[src/fxil_pkg.sv]
// Shared constants and types for the integer issue-routing and latency control block
package fxil_pkg;

	// ==========================================================================
	// Widths
	localparam int OP_W     = 5;
	localparam int TAG_W    = 6;
	localparam int LAT_W    = 7;
	localparam int KIND_W   = 3;
	localparam int LEAD_W   = 7;
	localparam int NUM_TAGS = 35;

	// ==========================================================================
	// Opcode classes presented by the issue stage; signed and unsigned forms share a class
	localparam logic [OP_W-1:0] OP_COMPARE        = 5'h00;
	localparam logic [OP_W-1:0] OP_LOGICAL        = 5'h01;
	localparam logic [OP_W-1:0] OP_EXT_SIGN       = 5'h02;
	localparam logic [OP_W-1:0] OP_CLZ_WORD       = 5'h03;
	localparam logic [OP_W-1:0] OP_CLZ_DWORD      = 5'h04;
	localparam logic [OP_W-1:0] OP_ROTATE         = 5'h05;
	localparam logic [OP_W-1:0] OP_SRA_IMM_WORD   = 5'h06;
	localparam logic [OP_W-1:0] OP_SRA_IMM_DWORD  = 5'h07;
	localparam logic [OP_W-1:0] OP_MOVE_TO_RETURN = 5'h08;
	localparam logic [OP_W-1:0] OP_MOVE_TO_COUNT  = 5'h09;
	localparam logic [OP_W-1:0] OP_DIV_WORD       = 5'h0A;
	localparam logic [OP_W-1:0] OP_DIV_DWORD      = 5'h0B;
	localparam logic [OP_W-1:0] OP_DIVO_REC_WORD  = 5'h0C;
	localparam logic [OP_W-1:0] OP_DIVO_REC_DWORD = 5'h0D;
	localparam logic [OP_W-1:0] OP_CLZ_REC_WORD   = 5'h0E;
	localparam logic [OP_W-1:0] OP_CLZ_REC_DWORD  = 5'h0F;

	// ==========================================================================
	// Operation kinds sent to the execution units
	localparam logic [KIND_W-1:0] UOP_ALU     = 3'h0;
	localparam logic [KIND_W-1:0] UOP_SHIFT   = 3'h1;
	localparam logic [KIND_W-1:0] UOP_MOVE    = 3'h2;
	localparam logic [KIND_W-1:0] UOP_DIVIDE  = 3'h3;
	localparam logic [KIND_W-1:0] UOP_COMPARE = 3'h4;
	localparam logic [KIND_W-1:0] UOP_CLZ     = 3'h5;

	// ==========================================================================
	// Result tags above the general registers
	localparam logic [TAG_W-1:0] TAG_RETURN_ADDR = 6'h20;
	localparam logic [TAG_W-1:0] TAG_COUNT       = 6'h21;
	localparam logic [TAG_W-1:0] TAG_COND        = 6'h22;

	// ==========================================================================
	// Latencies in core cycles
	localparam logic [LAT_W-1:0] LAT_COMPARE = 7'h01;
	localparam logic [LAT_W-1:0] LAT_GPR     = 7'h02;
	localparam logic [LAT_W-1:0] LAT_MOVE    = 7'h01;
	localparam logic [LAT_W-1:0] LAT_PEND_RST = 7'h00;

	// Divide timing: ((setup + ceil(diff/2) + 1 + fixup) x 2), clamped
	localparam logic [7:0] DIV_SETUP     = 8'h01;
	localparam logic [7:0] DIV_ITER_XTRA = 8'h01;
	localparam logic [7:0] DIV_FIXUP     = 8'h01;
	localparam logic [7:0] DIV_SCALE     = 8'h02;
	localparam logic [7:0] DIV_MIN       = 8'h0A;
	localparam logic [7:0] DIV_WORD_MAX  = 8'h26;
	localparam logic [7:0] DIV_DWORD_MAX = 8'h46;

	typedef enum logic [1:0] {ST_IDLE, ST_DIV, ST_WAIT} fxil_state_t;

endpackage

[src/fxil_issue_ctrl.sv]
// Issue routing, microcode expansion and result-latency scoreboard for integer ops
// Operation
// - Overflow recording divides run unpipelined; integer unit takes nothing until done.
// - Overflow recording divide expands to a divide, then a condition-setting compare.
// - Recording count-leading-zeros forms are flagged microcoded and sequenced, not issued directly.
// - Shift-right-algebraic-immediate: integer unit, result after 2 cycles, one every 2 cycles.
// - Moves to return-address and count registers: branch unit, latency 1, every cycle except during recording divide and count-zeros sequences.
// - Word divide takes 10 to 38 cycles from leading-digit counts.
// - Overflowing divide finishes in exactly 10 cycles.
module fxil_issue_ctrl (
	input  wire logic                         I_REF_CLK,
	input  wire logic                         I_RST,
	input  wire logic                         I_ISSUE_VALID,
	input  wire logic [fxil_pkg::OP_W-1:0]    I_ISSUE_OP,
	input  wire logic [fxil_pkg::TAG_W-1:0]   I_ISSUE_DEST,
	input  wire logic [fxil_pkg::TAG_W-1:0]   I_ISSUE_SRC_A,
	input  wire logic [fxil_pkg::TAG_W-1:0]   I_ISSUE_SRC_B,
	input  wire logic [fxil_pkg::LEAD_W-1:0]  I_DIV_RA_LEAD,
	input  wire logic [fxil_pkg::LEAD_W-1:0]  I_DIV_RB_LEAD,
	input  wire logic                         I_DIV_OVERFLOW,
	output logic                              O_ISSUE_READY,
	output logic                              O_UOP_VALID,
	output logic      [fxil_pkg::KIND_W-1:0]  O_UOP_KIND,
	output logic                              O_UOP_TO_BRANCH,
	output logic      [fxil_pkg::TAG_W-1:0]   O_UOP_DEST,
	output logic      [fxil_pkg::LAT_W-1:0]   O_UOP_LATENCY,
	output logic                              O_MICROCODED_FLAG,
	output logic                              O_PIPELINED,
	output logic                              O_INT_BUSY,
	output logic                              O_DIV_DONE
);

	// ==========================================================================
	// Opcode decode
	logic                        d_known;
	logic                        d_branch;
	logic                        d_mc;
	logic                        d_pipe;
	logic                        d_div;
	logic                        d_dword;
	logic                        d_shift;
	logic                        d_clz_rec;
	logic [fxil_pkg::KIND_W-1:0] d_kind;
	logic [fxil_pkg::LAT_W-1:0]  d_lat;

	always_comb begin
		d_known = 1'b1;
		d_branch = 1'b0;
		d_mc = 1'b0;
		d_pipe = 1'b1;
		d_div = 1'b0;
		d_dword = 1'b0;
		d_shift = 1'b0;
		d_clz_rec = 1'b0;
		d_kind = fxil_pkg::UOP_ALU;
		d_lat = fxil_pkg::LAT_GPR;
		case (I_ISSUE_OP)
			fxil_pkg::OP_COMPARE: begin
				d_kind = fxil_pkg::UOP_COMPARE;
				d_lat = fxil_pkg::LAT_COMPARE;
			end
			fxil_pkg::OP_LOGICAL, fxil_pkg::OP_EXT_SIGN, fxil_pkg::OP_ROTATE: begin
				d_kind = fxil_pkg::UOP_ALU;
			end
			fxil_pkg::OP_CLZ_WORD, fxil_pkg::OP_CLZ_DWORD: begin
				d_kind = fxil_pkg::UOP_CLZ;
			end
			fxil_pkg::OP_SRA_IMM_WORD, fxil_pkg::OP_SRA_IMM_DWORD: begin
				d_kind = fxil_pkg::UOP_SHIFT;
				d_shift = 1'b1;
			end
			fxil_pkg::OP_MOVE_TO_RETURN, fxil_pkg::OP_MOVE_TO_COUNT: begin
				d_kind = fxil_pkg::UOP_MOVE;
				d_branch = 1'b1;
				d_lat = fxil_pkg::LAT_MOVE;
			end
			fxil_pkg::OP_DIV_WORD, fxil_pkg::OP_DIV_DWORD: begin
				d_kind = fxil_pkg::UOP_DIVIDE;
				d_div = 1'b1;
				d_pipe = 1'b0;
				d_dword = (I_ISSUE_OP == fxil_pkg::OP_DIV_DWORD);
			end
			fxil_pkg::OP_DIVO_REC_WORD, fxil_pkg::OP_DIVO_REC_DWORD: begin
				d_kind = fxil_pkg::UOP_DIVIDE;
				d_div = 1'b1;
				d_mc = 1'b1;
				d_pipe = 1'b0;
				d_dword = (I_ISSUE_OP == fxil_pkg::OP_DIVO_REC_DWORD);
			end
			fxil_pkg::OP_CLZ_REC_WORD, fxil_pkg::OP_CLZ_REC_DWORD: begin
				d_kind = fxil_pkg::UOP_CLZ;
				d_mc = 1'b1;
				d_clz_rec = 1'b1;
			end
			default: begin
				d_known = 1'b0;
			end
		endcase
	end

	// ==========================================================================
	// Divide timer
	logic                       div_start;
	logic                       div_done;
	logic [fxil_pkg::LAT_W-1:0] div_cycles;

	fxil_div_timer u_div_timer (
		.i_clk      (I_REF_CLK),
		.i_rst      (I_RST),
		.i_start    (div_start),
		.i_dword    (d_dword),
		.i_overflow (I_DIV_OVERFLOW),
		.i_ra_lead  (I_DIV_RA_LEAD),
		.i_rb_lead  (I_DIV_RB_LEAD),
		.o_cycles   (div_cycles),
		.o_busy     (),
		.o_done     (div_done)
	);

	// ==========================================================================
	// Scoreboard: one countdown per result tag
	logic [fxil_pkg::LAT_W-1:0] pend_reg [fxil_pkg::NUM_TAGS];
	logic [fxil_pkg::LAT_W-1:0] pend_next [fxil_pkg::NUM_TAGS];
	logic                       sb_set;
	logic [fxil_pkg::TAG_W-1:0] sb_tag;
	logic [fxil_pkg::LAT_W-1:0] sb_lat;
	logic                       src_a_ok;
	logic                       src_b_ok;

	genvar g;
	generate
		for (g = 0; g < fxil_pkg::NUM_TAGS; g++) begin : g_pend
			always_comb begin
				if (sb_set && (sb_tag == fxil_pkg::TAG_W'(g))) begin
					pend_next[g] = sb_lat;
				end else if (pend_reg[g] != 7'h00) begin
					pend_next[g] = pend_reg[g] - 7'h01;
				end else begin
					pend_next[g] = 7'h00;
				end
			end

			always_ff @(posedge I_REF_CLK) begin
				if (I_RST) begin
					pend_reg[g] <= fxil_pkg::LAT_PEND_RST;
				end else begin
					pend_reg[g] <= pend_next[g];
				end
			end
		end
	endgenerate

	// Tags outside the table never produce a hazard
	// A count of one means the result is usable at the coming edge, so a
	// dependent issues exactly the listed latency after its producer
	always_comb begin
		src_a_ok = (I_ISSUE_SRC_A >= 6'(fxil_pkg::NUM_TAGS)) || (pend_reg[I_ISSUE_SRC_A] <= 7'h01);
		src_b_ok = (I_ISSUE_SRC_B >= 6'(fxil_pkg::NUM_TAGS)) || (pend_reg[I_ISSUE_SRC_B] <= 7'h01);
	end

	// ==========================================================================
	// Sequencer and issue acceptance
	fxil_pkg::fxil_state_t      state_reg;
	fxil_pkg::fxil_state_t      state_next;
	logic                       rec_reg;
	logic                       rec_next;
	logic                       wait_reg;
	logic                       wait_next;
	logic                       shift_gap_reg;
	logic                       shift_gap_next;
	logic                       accept;
	logic                       uop_valid_next;
	logic [fxil_pkg::KIND_W-1:0] uop_kind_next;
	logic                       uop_branch_next;
	logic [fxil_pkg::TAG_W-1:0] uop_dest_next;
	logic [fxil_pkg::LAT_W-1:0] uop_lat_next;
	logic                       uop_mc_next;
	logic                       uop_pipe_next;

	always_comb begin
		O_ISSUE_READY = 1'b0;
		if (d_known && src_a_ok && src_b_ok) begin
			case (state_reg)
				fxil_pkg::ST_IDLE: O_ISSUE_READY = !(d_shift && shift_gap_reg);
				// Branch moves may slip past a plain divide; microcode owns issue
				fxil_pkg::ST_DIV:  O_ISSUE_READY = !rec_reg && d_branch;
				default:           O_ISSUE_READY = 1'b0;
			endcase
		end
	end

	assign accept    = I_ISSUE_VALID && O_ISSUE_READY;
	assign div_start = accept && d_div;

	always_comb begin
		state_next = state_reg;
		rec_next = rec_reg;
		wait_next = wait_reg;
		shift_gap_next = 1'b0;
		uop_valid_next = 1'b0;
		uop_kind_next = O_UOP_KIND;
		uop_branch_next = O_UOP_TO_BRANCH;
		uop_dest_next = O_UOP_DEST;
		uop_lat_next = O_UOP_LATENCY;
		uop_mc_next = O_MICROCODED_FLAG;
		uop_pipe_next = O_PIPELINED;
		sb_set = 1'b0;
		sb_tag = I_ISSUE_DEST;
		sb_lat = d_div ? div_cycles : d_lat;
		if (accept) begin
			uop_valid_next = 1'b1;
			uop_kind_next = d_kind;
			uop_branch_next = d_branch;
			uop_dest_next = I_ISSUE_DEST;
			uop_lat_next = sb_lat;
			uop_mc_next = d_mc;
			uop_pipe_next = d_pipe;
			sb_set = 1'b1;
			shift_gap_next = d_shift && (fxil_pkg::LAT_GPR > 7'h01);
			if (d_div) begin
				state_next = fxil_pkg::ST_DIV;
				rec_next = d_mc;
			end else if (d_clz_rec) begin
				state_next = fxil_pkg::ST_WAIT;
				wait_next = 1'b1;
			end
		end
		case (state_reg)
			fxil_pkg::ST_DIV: begin
				if (div_done) begin
					state_next = fxil_pkg::ST_IDLE;
					if (rec_reg) begin
						uop_valid_next = 1'b1;
						uop_kind_next = fxil_pkg::UOP_COMPARE;
						uop_branch_next = 1'b0;
						uop_dest_next = fxil_pkg::TAG_COND;
						uop_lat_next = fxil_pkg::LAT_COMPARE;
						uop_mc_next = 1'b1;
						uop_pipe_next = 1'b1;
						sb_set = 1'b1;
						sb_tag = fxil_pkg::TAG_COND;
						sb_lat = fxil_pkg::LAT_COMPARE;
					end
				end
			end
			fxil_pkg::ST_WAIT: begin
				// Compare waits for the count result to become usable
				wait_next = 1'b0;
				if (!wait_reg) begin
					state_next = fxil_pkg::ST_IDLE;
					uop_valid_next = 1'b1;
					uop_kind_next = fxil_pkg::UOP_COMPARE;
					uop_branch_next = 1'b0;
					uop_dest_next = fxil_pkg::TAG_COND;
					uop_lat_next = fxil_pkg::LAT_COMPARE;
					uop_mc_next = 1'b1;
					uop_pipe_next = 1'b1;
					sb_set = 1'b1;
					sb_tag = fxil_pkg::TAG_COND;
					sb_lat = fxil_pkg::LAT_COMPARE;
				end
			end
			default: begin
			end
		endcase
	end

	always_ff @(posedge I_REF_CLK) begin
		if (I_RST) begin
			state_reg <= fxil_pkg::ST_IDLE;
			rec_reg <= 1'b0;
			wait_reg <= 1'b0;
			shift_gap_reg <= 1'b0;
			O_UOP_VALID <= 1'b0;
			O_UOP_KIND <= fxil_pkg::UOP_ALU;
			O_UOP_TO_BRANCH <= 1'b0;
			O_UOP_DEST <= 6'h00;
			O_UOP_LATENCY <= 7'h00;
			O_MICROCODED_FLAG <= 1'b0;
			O_PIPELINED <= 1'b0;
			O_DIV_DONE <= 1'b0;
		end else begin
			state_reg <= state_next;
			rec_reg <= rec_next;
			wait_reg <= wait_next;
			shift_gap_reg <= shift_gap_next;
			O_UOP_VALID <= uop_valid_next;
			O_UOP_KIND <= uop_kind_next;
			O_UOP_TO_BRANCH <= uop_branch_next;
			O_UOP_DEST <= uop_dest_next;
			O_UOP_LATENCY <= uop_lat_next;
			O_MICROCODED_FLAG <= uop_mc_next;
			O_PIPELINED <= uop_pipe_next;
			O_DIV_DONE <= div_done && (state_reg == fxil_pkg::ST_DIV);
		end
	end

	assign O_INT_BUSY = (state_reg != fxil_pkg::ST_IDLE);

	// ==========================================================================
	// Checks
	AST_DIV_BLOCKS_INT: assert property (@(posedge I_REF_CLK) disable iff (I_RST)
		(state_reg == fxil_pkg::ST_DIV && !d_branch) |-> !O_ISSUE_READY)
		else $error("integer op accepted during divide");
	AST_REC_DIV_UOPS: assert property (@(posedge I_REF_CLK) disable iff (I_RST)
		(accept && d_div && d_mc) |=> O_UOP_VALID && O_UOP_KIND == fxil_pkg::UOP_DIVIDE
			&& O_MICROCODED_FLAG && !O_PIPELINED ##[10:70] O_UOP_VALID
			&& O_UOP_KIND == fxil_pkg::UOP_COMPARE && O_UOP_DEST == fxil_pkg::TAG_COND)
		else $error("recording divide not expanded into divide and compare");
	AST_CLZ_REC_SEQ: assert property (@(posedge I_REF_CLK) disable iff (I_RST)
		(accept && d_clz_rec) |=> (O_UOP_KIND == fxil_pkg::UOP_CLZ && O_MICROCODED_FLAG)
			##2 (O_UOP_VALID && O_UOP_KIND == fxil_pkg::UOP_COMPARE && O_MICROCODED_FLAG))
		else $error("recording count-zeros not sequenced");
	AST_SHIFT_LAT: assert property (@(posedge I_REF_CLK) disable iff (I_RST)
		(accept && d_shift) |=> O_UOP_KIND == fxil_pkg::UOP_SHIFT && O_UOP_LATENCY == 7'h02
			&& !O_UOP_TO_BRANCH && !(accept && d_shift))
		else $error("shift latency or issue spacing wrong");
	AST_MOVE_BRANCH: assert property (@(posedge I_REF_CLK) disable iff (I_RST)
		(accept && d_kind == fxil_pkg::UOP_MOVE) |=> O_UOP_TO_BRANCH && O_UOP_LATENCY == 7'h01)
		else $error("move not routed to branch unit with latency 1");
	AST_MOVE_EVERY_CYCLE: assert property (@(posedge I_REF_CLK) disable iff (I_RST)
		(state_reg == fxil_pkg::ST_IDLE && d_branch && src_a_ok && src_b_ok) |-> O_ISSUE_READY)
		else $error("branch move refused without hazard");
	AST_DEP_HOLD: assert property (@(posedge I_REF_CLK) disable iff (I_RST)
		(!src_a_ok || !src_b_ok) |-> !O_ISSUE_READY)
		else $error("dependent issued before producer latency elapsed");
	AST_DIV_FINISH: assert property (@(posedge I_REF_CLK) disable iff (I_RST)
		(div_start && !d_mc) |=> O_INT_BUSY [*8] ##1 (O_INT_BUSY && !O_DIV_DONE)
			##1 !O_DIV_DONE ##[1:61] O_DIV_DONE)
		else $error("divide finished outside its window");

	COV_REC_DIV: cover property (@(posedge I_REF_CLK) disable iff (I_RST)
		state_reg == fxil_pkg::ST_DIV && rec_reg && div_done);
	COV_CLZ_REC: cover property (@(posedge I_REF_CLK) disable iff (I_RST) accept && d_clz_rec);
	COV_MOVE_IN_DIV: cover property (@(posedge I_REF_CLK) disable iff (I_RST)
		accept && state_reg == fxil_pkg::ST_DIV);
	COV_SHIFT_STALL: cover property (@(posedge I_REF_CLK) disable iff (I_RST)
		I_ISSUE_VALID && d_shift && shift_gap_reg);

endmodule

[src/fxil_div_timer.sv]
// Data-dependent divide cycle count and completion timer
module fxil_div_timer (
	input  wire logic                       i_clk,
	input  wire logic                       i_rst,
	input  wire logic                       i_start,
	input  wire logic                       i_dword,
	input  wire logic                       i_overflow,
	input  wire logic [fxil_pkg::LEAD_W-1:0] i_ra_lead,
	input  wire logic [fxil_pkg::LEAD_W-1:0] i_rb_lead,
	output logic      [fxil_pkg::LAT_W-1:0]  o_cycles,
	output logic                             o_busy,
	output logic                             o_done
);

	logic [fxil_pkg::LAT_W-1:0] cnt_reg;
	logic [fxil_pkg::LAT_W-1:0] cnt_next;
	logic [7:0]                 diff;
	logic [7:0]                 cyc;
	logic [7:0]                 cyc_max;

	// ==========================================================================
	// Cycle count
	always_comb begin
		diff = (i_rb_lead > i_ra_lead) ? 8'({1'b0, i_rb_lead} - {1'b0, i_ra_lead}) : 8'h00;
		cyc = 8'((fxil_pkg::DIV_SETUP + 8'((diff + 8'h01) >> 1) + fxil_pkg::DIV_ITER_XTRA
			+ fxil_pkg::DIV_FIXUP) * fxil_pkg::DIV_SCALE);
		cyc_max = i_dword ? fxil_pkg::DIV_DWORD_MAX : fxil_pkg::DIV_WORD_MAX;
		if (i_overflow) begin
			cyc = fxil_pkg::DIV_MIN;
		end else if (cyc < fxil_pkg::DIV_MIN) begin
			cyc = fxil_pkg::DIV_MIN;
		end else if (cyc > cyc_max) begin
			cyc = cyc_max;
		end
		o_cycles = 7'(cyc);
	end

	// ==========================================================================
	// Countdown; done fires exactly o_cycles edges after start
	always_comb begin
		cnt_next = cnt_reg;
		if (i_start) begin
			cnt_next = o_cycles;
		end else if (cnt_reg != 7'h00) begin
			cnt_next = cnt_reg - 7'h01;
		end
	end

	always_ff @(posedge i_clk) begin
		if (i_rst) begin
			cnt_reg <= 7'h00;
		end else begin
			cnt_reg <= cnt_next;
		end
	end

	assign o_busy = (cnt_reg != 7'h00);
	assign o_done = (cnt_reg == 7'h01);

	// ==========================================================================
	// Checks
	AST_DIV_RANGE: assert property (@(posedge i_clk) disable iff (i_rst)
		(i_start && !i_overflow) |-> (o_cycles >= 7'h0A) && (o_cycles <= (i_dword ? 7'h46 : 7'h26)))
		else $error("divide cycle count out of range");
	AST_DIV_OVF_TEN: assert property (@(posedge i_clk) disable iff (i_rst)
		(i_start && i_overflow) |-> ##10 o_done)
		else $error("overflow divide did not finish in 10 cycles");

endmodule

[config.mk]
export PLATFORM = sky130hd
export DESIGN_NAME = fxil_issue_ctrl
export DESIGN_NICKNAME = d
export VERILOG_FILES = /design/src/fxil_pkg.sv /design/src/fxil_issue_ctrl.sv /design/src/fxil_div_timer.sv
export SDC_FILE = /design/constraint.sdc
export NUM_CORES = 1
export LEC_CHECK = 0
export ABC_AREA = 1
export BUFFER_PORTS_ARGS = -buffer_cell sky130_fd_sc_hd__buf_4
export CAP_MARGIN = 5
export CORE_MARGIN = 2
export CORE_UTILIZATION = 50
export CTS_CLUSTER_SIZE = 16
export DETAILED_ROUTE_END_ITERATION = 8
export PLACE_DENSITY_LB_ADDON = 0.15
export SLEW_MARGIN = 30
export SYNTH_ARGS = -nofsm -noshare
export SYNTH_HDL_FRONTEND = slang
export SYNTH_SLANG_ARGS = --single-unit
[constraint.sdc]
create_clock -name I_REF_CLK -period 4.9 [get_ports I_REF_CLK]
set_input_delay 0 -clock I_REF_CLK [delete_from_list [all_inputs] [get_ports I_REF_CLK]]
set_output_delay 0 -clock I_REF_CLK [all_outputs]
set_load 0.01 [all_outputs]
==> flow_summary.yaml, run 1 <==
outcome:
  status: "complete, no violations"
placement:
  port-buffer-count: 63
  place.detailed.instances: 3414
  dp_worst_setup_slack_ns: 0.303
  placement.cell_area_sq_um: 19100
  place_hpwl_um: 39600
  place.gp.congestion: 0.961
clocking:
  clk_root_buffer_cell: "sky130_fd_sc_hd__clkbuf_16"
  tritoncts_buffers: 34
  clock_insertion_delay_worst_skew_ns: 0.53
  cts-hold-fix-buffers: 19
  clkTransAtPathRegs_ns: 0.05
  post-cts-setup-buffers: 0
  cts_tree: "done"
  cts.sink_count: 278
  postCtsResizedCells: 0
  cts_htree_levels: 2
  ctsLongestPathBuffers: 3
floorplanning:
  ios: 64
  vertical_die_dimension_um: 195
  floorplan.initialDensity: 0.509
  die_x_um: 195
  design.die.area_sq_um: 37900
  floorplan.core_area_sq_um: 35700
  row_count: 69
routing:
  vias: 19500
  antenna_violating_nets_post_route: 0
  vias_per_cell: 5.58
  pre_repair_dr_iteration_count: 5
  drcViolationCount: 0
  post_drt_wl_per_cell_um: 16.5
  route.final.wire_length_um: 57700
  drt_first_iter_violations: 1683
global_routing:
  grt_first_pass_wirelength_um: 92500
  grt_antenna_before_repair: 0
  grt-ovfl-total: 0
  grt_max_degree: 98
  grtUsageTotal: 0.299
  grt_pass1_vias: 18300
synthesis:
  synthDistinctLibCells: 45
  number_of_instances_in_the_synthesized_netlist: 2955
  postSynthAreaPerCell_sq_um: 6.16
  netlist_area_sq_um: 18200
  synth_seq_cells: 278
  synth_sequential_area_ratio: 0.306
  yosys_warnings: 0
  synthesis.nets: 3049
  postSynth.asyncResetShare: 0
  synth-edff-count: 0
  dominantRegCellSynth: "sky130_fd_sc_hd__dfxtp_1"
timing:
  report.final.setup_viol: 0
  fin_tns_setup_ns: 0
  maxSlewHeadroom: 0.337
  fin_worst_hold_slack_ns: 0.0459
  post-route-period-util: 0.840
  final-max-slew-violation-count: 0
  worst-slew-pin-transition_ns: 0.993
  timing.final.ws_setup_ns: 0.785
  fin_crit_ns: 4.11
  clock_skew_ns: 0.0202
  grt_setup_unrepaired: "no"
  max_clock_freq_mhz: 243
  final-hold-violation-count: 0
worst_hold_path:
  worst_hold_path_type: "in2reg"
final_layout:
  seqCellArea_sq_um: 5570
  post-route-util: 0.572
  final_net_count: 3102
  final.fill_count: 3576
  layoutNonFillerInstCount: 3493
  diode_insertion_count_for_antenna_repair: 0
  cell_area_after_layout_sq_um: 20400
  area_delta_synth_final_pct: 12.3
  largest_register_ff_count: 245
  multiInputGateArea_sq_um: 10600
  drive_gt1_frac: 0.0858
worst_setup_path:
  worstSetupPathType: "in2reg"
  critPathMaxStageDelay_ns: 0.62
  critical_path_required_ns: 5.27
  critical_path_arrival_ns: 4.48
  path_max_fanout: 35
  slowest_cell_on_the_critical_path: "sky130_fd_sc_hd__buf_4"
  reg_to_reg_slack_setup_ns: 1.48
  cp-end-kind: "register"
  cp_common_cell: "sky130_fd_sc_hd__nand2_1"
  timing.critical_path.from_type: "input port"
power_and_ir_drop:
  peakVddDrop_v: 0.000366
  report.power.total_mw: 13.3
  power_density_nw_per_um2: 652
  leakage_nw: 9.97
job:
  timing.max_cap.violations: 0
[report_power, final]
group | internal (mW) | switching [mW] | total [mW]
clock network | 1.64 | 1.02 | 2.66
registers | 3.09 | 0.665 | 3.75
logic | 2.63 | 4.29 | 6.92
[final timing paths]
path	endpoint	cells after the start	from
hold / removal	O_UOP_KIND[0]$_SDFF_PP0_	5	I_ISSUE_OP[0]
setup / recovery	pend_reg[3][6]$_SDFF_PP0_	32	I_DIV_RB_LEAD[0]
hold reg to reg	u_div_timer.cnt_reg[1]$_SDFFE_PP0P_	2	u_div_timer.cnt_reg[1]$_SDFFE_PP0P_
setup reg to reg	pend_reg[19][2]$_SDFF_PP0_	14	u_div_timer.cnt_reg[1]$_SDFFE_PP0P_
[layout make-up]
cell class,count,area share
multi-input combinational,2157,0.518
sequential,278,0.272
inverter,426,0.0784
clock buffer,51,0.0513
timing repair buffer,111,0.0455
tap,461,0.0282
clock inverter,9,0.00649
[synth_stat cells, types with 5 or more instances]
library cell | count | area share
sky130_fd_sc_hd__or2_2 | 18 | 0.0062
sky130_fd_sc_hd__nor2_4 | 7 | 0.0043
sky130_fd_sc_hd__nor2_1 | 376 | 0.078
sky130_fd_sc_hd__a211oi_1 | 5 | 0.0021
sky130_fd_sc_hd__a21oi_2 | 30 | 0.014
sky130_fd_sc_hd__nand3b_1 | 8 | 0.0033
sky130_fd_sc_hd__nand2_2 | 9 | 0.0031
sky130_fd_sc_hd__o211ai_1 | 25 | 0.010
sky130_fd_sc_hd__buf_2 | 48 | 0.013
sky130_fd_sc_hd__dfxtp_1 | 278 | 0.31
sky130_fd_sc_hd__a31oi_1 | 5 | 0.0017
sky130_fd_sc_hd__nand3_2 | 11 | 0.0060
sky130_fd_sc_hd__xor2_1 | 33 | 0.016
sky130_fd_sc_hd__a21oi_1 | 304 | 0.084
sky130_fd_sc_hd__inv_2 | 18 | 0.0037
sky130_fd_sc_hd__inv_1 | 407 | 0.084
sky130_fd_sc_hd__o21ai_0 | 266 | 0.073
sky130_fd_sc_hd__nor2_2 | 10 | 0.0034
sky130_fd_sc_hd__xnor2_1 | 14 | 0.0067
sky130_fd_sc_hd__nand3_1 | 193 | 0.053
sky130_fd_sc_hd__ha_1 | 52 | 0.036
sky130_fd_sc_hd__nand2_1 | 660 | 0.14
sky130_fd_sc_hd__nand4_1 | 27 | 0.0093
sky130_fd_sc_hd__o21ai_1 | 5 | 0.0014
sky130_fd_sc_hd__clkbuf_1 | 39 | 0.0080
sky130_fd_sc_hd__nor3_1 | 68 | 0.019
[worst max-delay path, delay by kind of cell]
kind / cells / cell delay [ns]
adder cells (fa/ha/maj): 5 / 1.22
AO/OA/AOI/OAI: 1 / 0.14
AND/OR/NAND/NOR: 20 / 2.11
buffers and inverters: 6 / 0.95
[placed cells by master (no fill, tap or decap), types with 3 or more instances in the layout]
cell type,netlist,layout
sky130_fd_sc_hd__a211oi_1,5,5
sky130_fd_sc_hd__a21oi_1,304,304
sky130_fd_sc_hd__a21oi_2,30,30
sky130_fd_sc_hd__a31oi_1,5,5
sky130_fd_sc_hd__buf_12,0,4
sky130_fd_sc_hd__buf_4,4,88
sky130_fd_sc_hd__bufinv_16,0,3
sky130_fd_sc_hd__clkbuf_1,39,7
sky130_fd_sc_hd__clkbuf_16,0,37
sky130_fd_sc_hd__clkbuf_8,0,7
sky130_fd_sc_hd__dfxtp_1,278,278
sky130_fd_sc_hd__dlygate4sd3_1,0,19
sky130_fd_sc_hd__ha_1,52,52
sky130_fd_sc_hd__inv_1,407,405
sky130_fd_sc_hd__inv_2,18,19
sky130_fd_sc_hd__nand2_1,660,659
sky130_fd_sc_hd__nand2_2,9,10
sky130_fd_sc_hd__nand3_1,193,193
sky130_fd_sc_hd__nand3_2,11,11
sky130_fd_sc_hd__nand3b_1,8,8
sky130_fd_sc_hd__nand4_1,27,27
sky130_fd_sc_hd__nand4_2,4,4
sky130_fd_sc_hd__nor2_1,376,376
sky130_fd_sc_hd__nor2_2,10,10
sky130_fd_sc_hd__nor2_4,7,7
sky130_fd_sc_hd__nor3_1,68,68
sky130_fd_sc_hd__nor4_1,4,4
sky130_fd_sc_hd__o211ai_1,25,25
sky130_fd_sc_hd__o21ai_0,266,266
sky130_fd_sc_hd__o21ai_1,5,5
sky130_fd_sc_hd__o22ai_1,3,3
sky130_fd_sc_hd__o31ai_1,4,4
sky130_fd_sc_hd__or2_2,18,18
sky130_fd_sc_hd__xnor2_1,14,14
sky130_fd_sc_hd__xor2_1,33,33
[metal layers]
metal  track usage  wire [um]  vias up
li1              -          -     9654
met1         0.381      25000     8962
met2         0.499      26100      722
met3        0.0569       4520      137
met4         0.117       2020        0
met5             0          0        -
[logic make-up (layout without fill, tap and decap cells)]
group	count (synthesis)	in the layout	synth area share
AOI/OAI and AO/OA	654	654	0.193
xor gates and xnor gates	47	47	0.0226
adders and majority gates	53	53	0.0368
buffers and inverters	520	597	0.113
and+or+nand+nor	1403	1403	0.330
DFF	278	278	0.306
(Power assumes the default switching activity.)
==> inputs of run 2 (changes only) <==
==> constraint.sdc (replaced) <==
create_clock -name I_REF_CLK -period 4.07 [get_ports I_REF_CLK]
set_input_delay 0 -clock I_REF_CLK [delete_from_list [all_inputs] [get_ports I_REF_CLK]]
set_output_delay 0 -clock I_REF_CLK [all_outputs]
set_load 0.01 [all_outputs]
==> flow_summary.yaml, run 2 (synthesized netlist as in run 1, its figures left out) <==
final_layout:
  drive_gt1_frac: 0.0889
  layoutNonFillerInstCount: 3508
  largest_register_ff_count: 245
  final_net_count: 3120
  final.fill_count: 3591
  layout_common_cells: "659 x sky130_fd_sc_hd__nand2_1, 406 x sky130_fd_sc_hd__inv_1, 375 x sky130_fd_sc_hd__nor2_1"
  most_common_cell_after_layout_fill_and_taps_aside: "sky130_fd_sc_hd__nand2_1"
  area_delta_synth_final_pct: 13.1
  diode_insertion_count_for_antenna_repair: 0
  post-route-util: 0.576
global_routing:
  grt_pass1_vias: 18200
  grt_antenna_before_repair: 0
  grtUsageTotal: 0.303
  grt_first_pass_wirelength_um: 93400
  grt-ovfl-total: 0
  grt_max_degree: 105
timing:
  report.final.setup_viol: 0
  fin_worst_hold_slack_ns: 0.205
  post-route-period-util: 0.933
  clock_skew_ns: 0.0216
  grt_setup_unrepaired: "no"
  timing.final.ws_setup_ns: 0.272
  final-hold-violation-count: 0
  max_clock_freq_mhz: 263
  worst-slew-pin-transition_ns: 0.942
  maxSlewHeadroom: 0.369
  final-max-slew-violation-count: 0
  fin_tns_setup_ns: 0
  fin_crit_ns: 3.80
clocking:
  cts_htree_levels: 2
  clock_insertion_delay_worst_skew_ns: 0.55
  tritoncts_buffers: 35
  ctsLongestPathBuffers: 3
  clk_root_buffer_cell: "sky130_fd_sc_hd__clkbuf_16"
  clkTransAtPathRegs_ns: 0.06
  cts_tree: "done"
  cts.sink_count: 278
placement:
  place.detailed.instances: 3430
  dp_worst_setup_slack_ns: -0.0323
  place.gp.congestion: 0.992
  port-buffer-count: 63
  place_hpwl_um: 40600
outcome:
  status: "complete, no violations"
routing:
  route.final.wire_length_um: 58400
  post_drt_wl_per_cell_um: 16.6
  pre_repair_dr_iteration_count: 8
  antenna_violating_nets_post_route: 0
  drcViolationCount: 0
  vias: 19400
  drt_first_iter_violations: 1778
  vias_per_cell: 5.54
worst_setup_path:
  cp-end-kind: "register"
  critPathMaxStageDelay_ns: 0.85
  slowest_cell_on_the_critical_path: "sky130_fd_sc_hd__nor2_1"
  cp_common_cell: "sky130_fd_sc_hd__nor2_1"
  critical_path_arrival_ns: 4.28
  path_max_fanout: 12
  timing.critical_path.from_type: "input port"
  worstSetupPathType: "in2reg"
  crit_path_cell_trace: "dlygate4sd3_1 > buf_4 > nor2_1 > nand2_1 > dlygate4sd3_1 > nor2_1 > a32o_1 > nand3_1 > nor2_1 > nand2_1 > nor2_4 > nand4_2 > nor2_1 > inv_1 > o21ai_0 > nand2_1 > a21oi_2"
  critical_path_required_ns: 4.55
floorplanning:
  design.die.area_sq_um: 37900
  ios: 64
  floorplan.initialDensity: 0.509
  vertical_die_dimension_um: 195
  floorplan.core_area_sq_um: 35700
  die_x_um: 195
  row_count: 69
power_and_ir_drop:
  power_density_nw_per_um2: 778
  peakVddDrop_v: 0.000407
  leakage_nw: 10.0
worst_hold_path:
  worst_hold_path_type: "in2reg"
job:
  timing.max_cap.violations: 0
run 2: cell types whose count changed in the layout (fill, tap and decap cells not counted), moves of 2 or more:
cell                         change
sky130_fd_sc_hd__clkbuf_1        +3
sky130_fd_sc_hd__buf_12          +5
sky130_fd_sc_hd__clkinvlp_4      -2
sky130_fd_sc_hd__buf_4          +11
run 2: path summary, 6_finish.rpt:
kind	cells after the start	to	slack [ns]	startpoint
max	17	pend_reg[23][6]$_SDFF_PP0_	0.27	I_ISSUE_OP[4]
max reg2reg	17	pend_reg[23][6]$_SDFF_PP0_	0.40	pend_reg[30][4]$_SDFF_PP0_
min reg2reg	2	u_div_timer.cnt_reg[1]$_SDFFE_PP0P_	0.46	u_div_timer.cnt_reg[1]$_SDFFE_PP0P_
min	8	u_div_timer.cnt_reg[0]$_SDFFE_PP0P_	0.21	I_ISSUE_SRC_A[5]
run 2: stage by stage:
step                      total power, mW  instance area (sq um)
after floorplan                      10.9                  18200
after global placement               12.5                  19300
after detailed placement             12.7                  19300
after CTS                            15.9                  20600
after global routing                 17.6                  20600
final                                16.0                  20600
run 2: worst max-delay path, delay by kind of cell:
family	cells	cell delay (ns)
buf+inv	4	1.46
simple gates	10	2.27
compound gates	3	0.55
run 2: repair_timing:
item,in CTS,in global routing
resized for setup,0,1
setup endpoints to repair,0,1
hold buffers,20,0
endpoints found under the hold margin,34,0
setup buffers,0,0
run 2: power by group:
part | switching [mW] | internal (mW) | leakage, nW
sequential | 0.803 | 3.72 | 2.29
combinational | 5.19 | 3.20 | 7.20
clock | 1.21 | 1.90 | 0.554
total | 7.20 | 8.83 | 10.0
run 2: final cells by class:
| type | instances | area, sq um | area share |
|---|---|---|---|
| clock inverters | 4 | 70.1 | 0.00340 |
| repair buffers | 128 | 1120 | 0.0546 |
| clock buffers | 54 | 1060 | 0.0515 |
| well taps | 461 | 577 | 0.0280 |
| flip-flops and latches | 278 | 5570 | 0.270 |
| inverters | 426 | 1600 | 0.0779 |
| multi-input cells | 2157 | 10600 | 0.514 |
run 2: routing by layer:
layer	vias to the layer above	GRT usage	routed length, um
met1	8895	0.404	25800
met5	-	0	0
met2	724	0.498	26500
met3	121	0.0441	4360
li1	9699	-	-
met4	0	0.112	1740
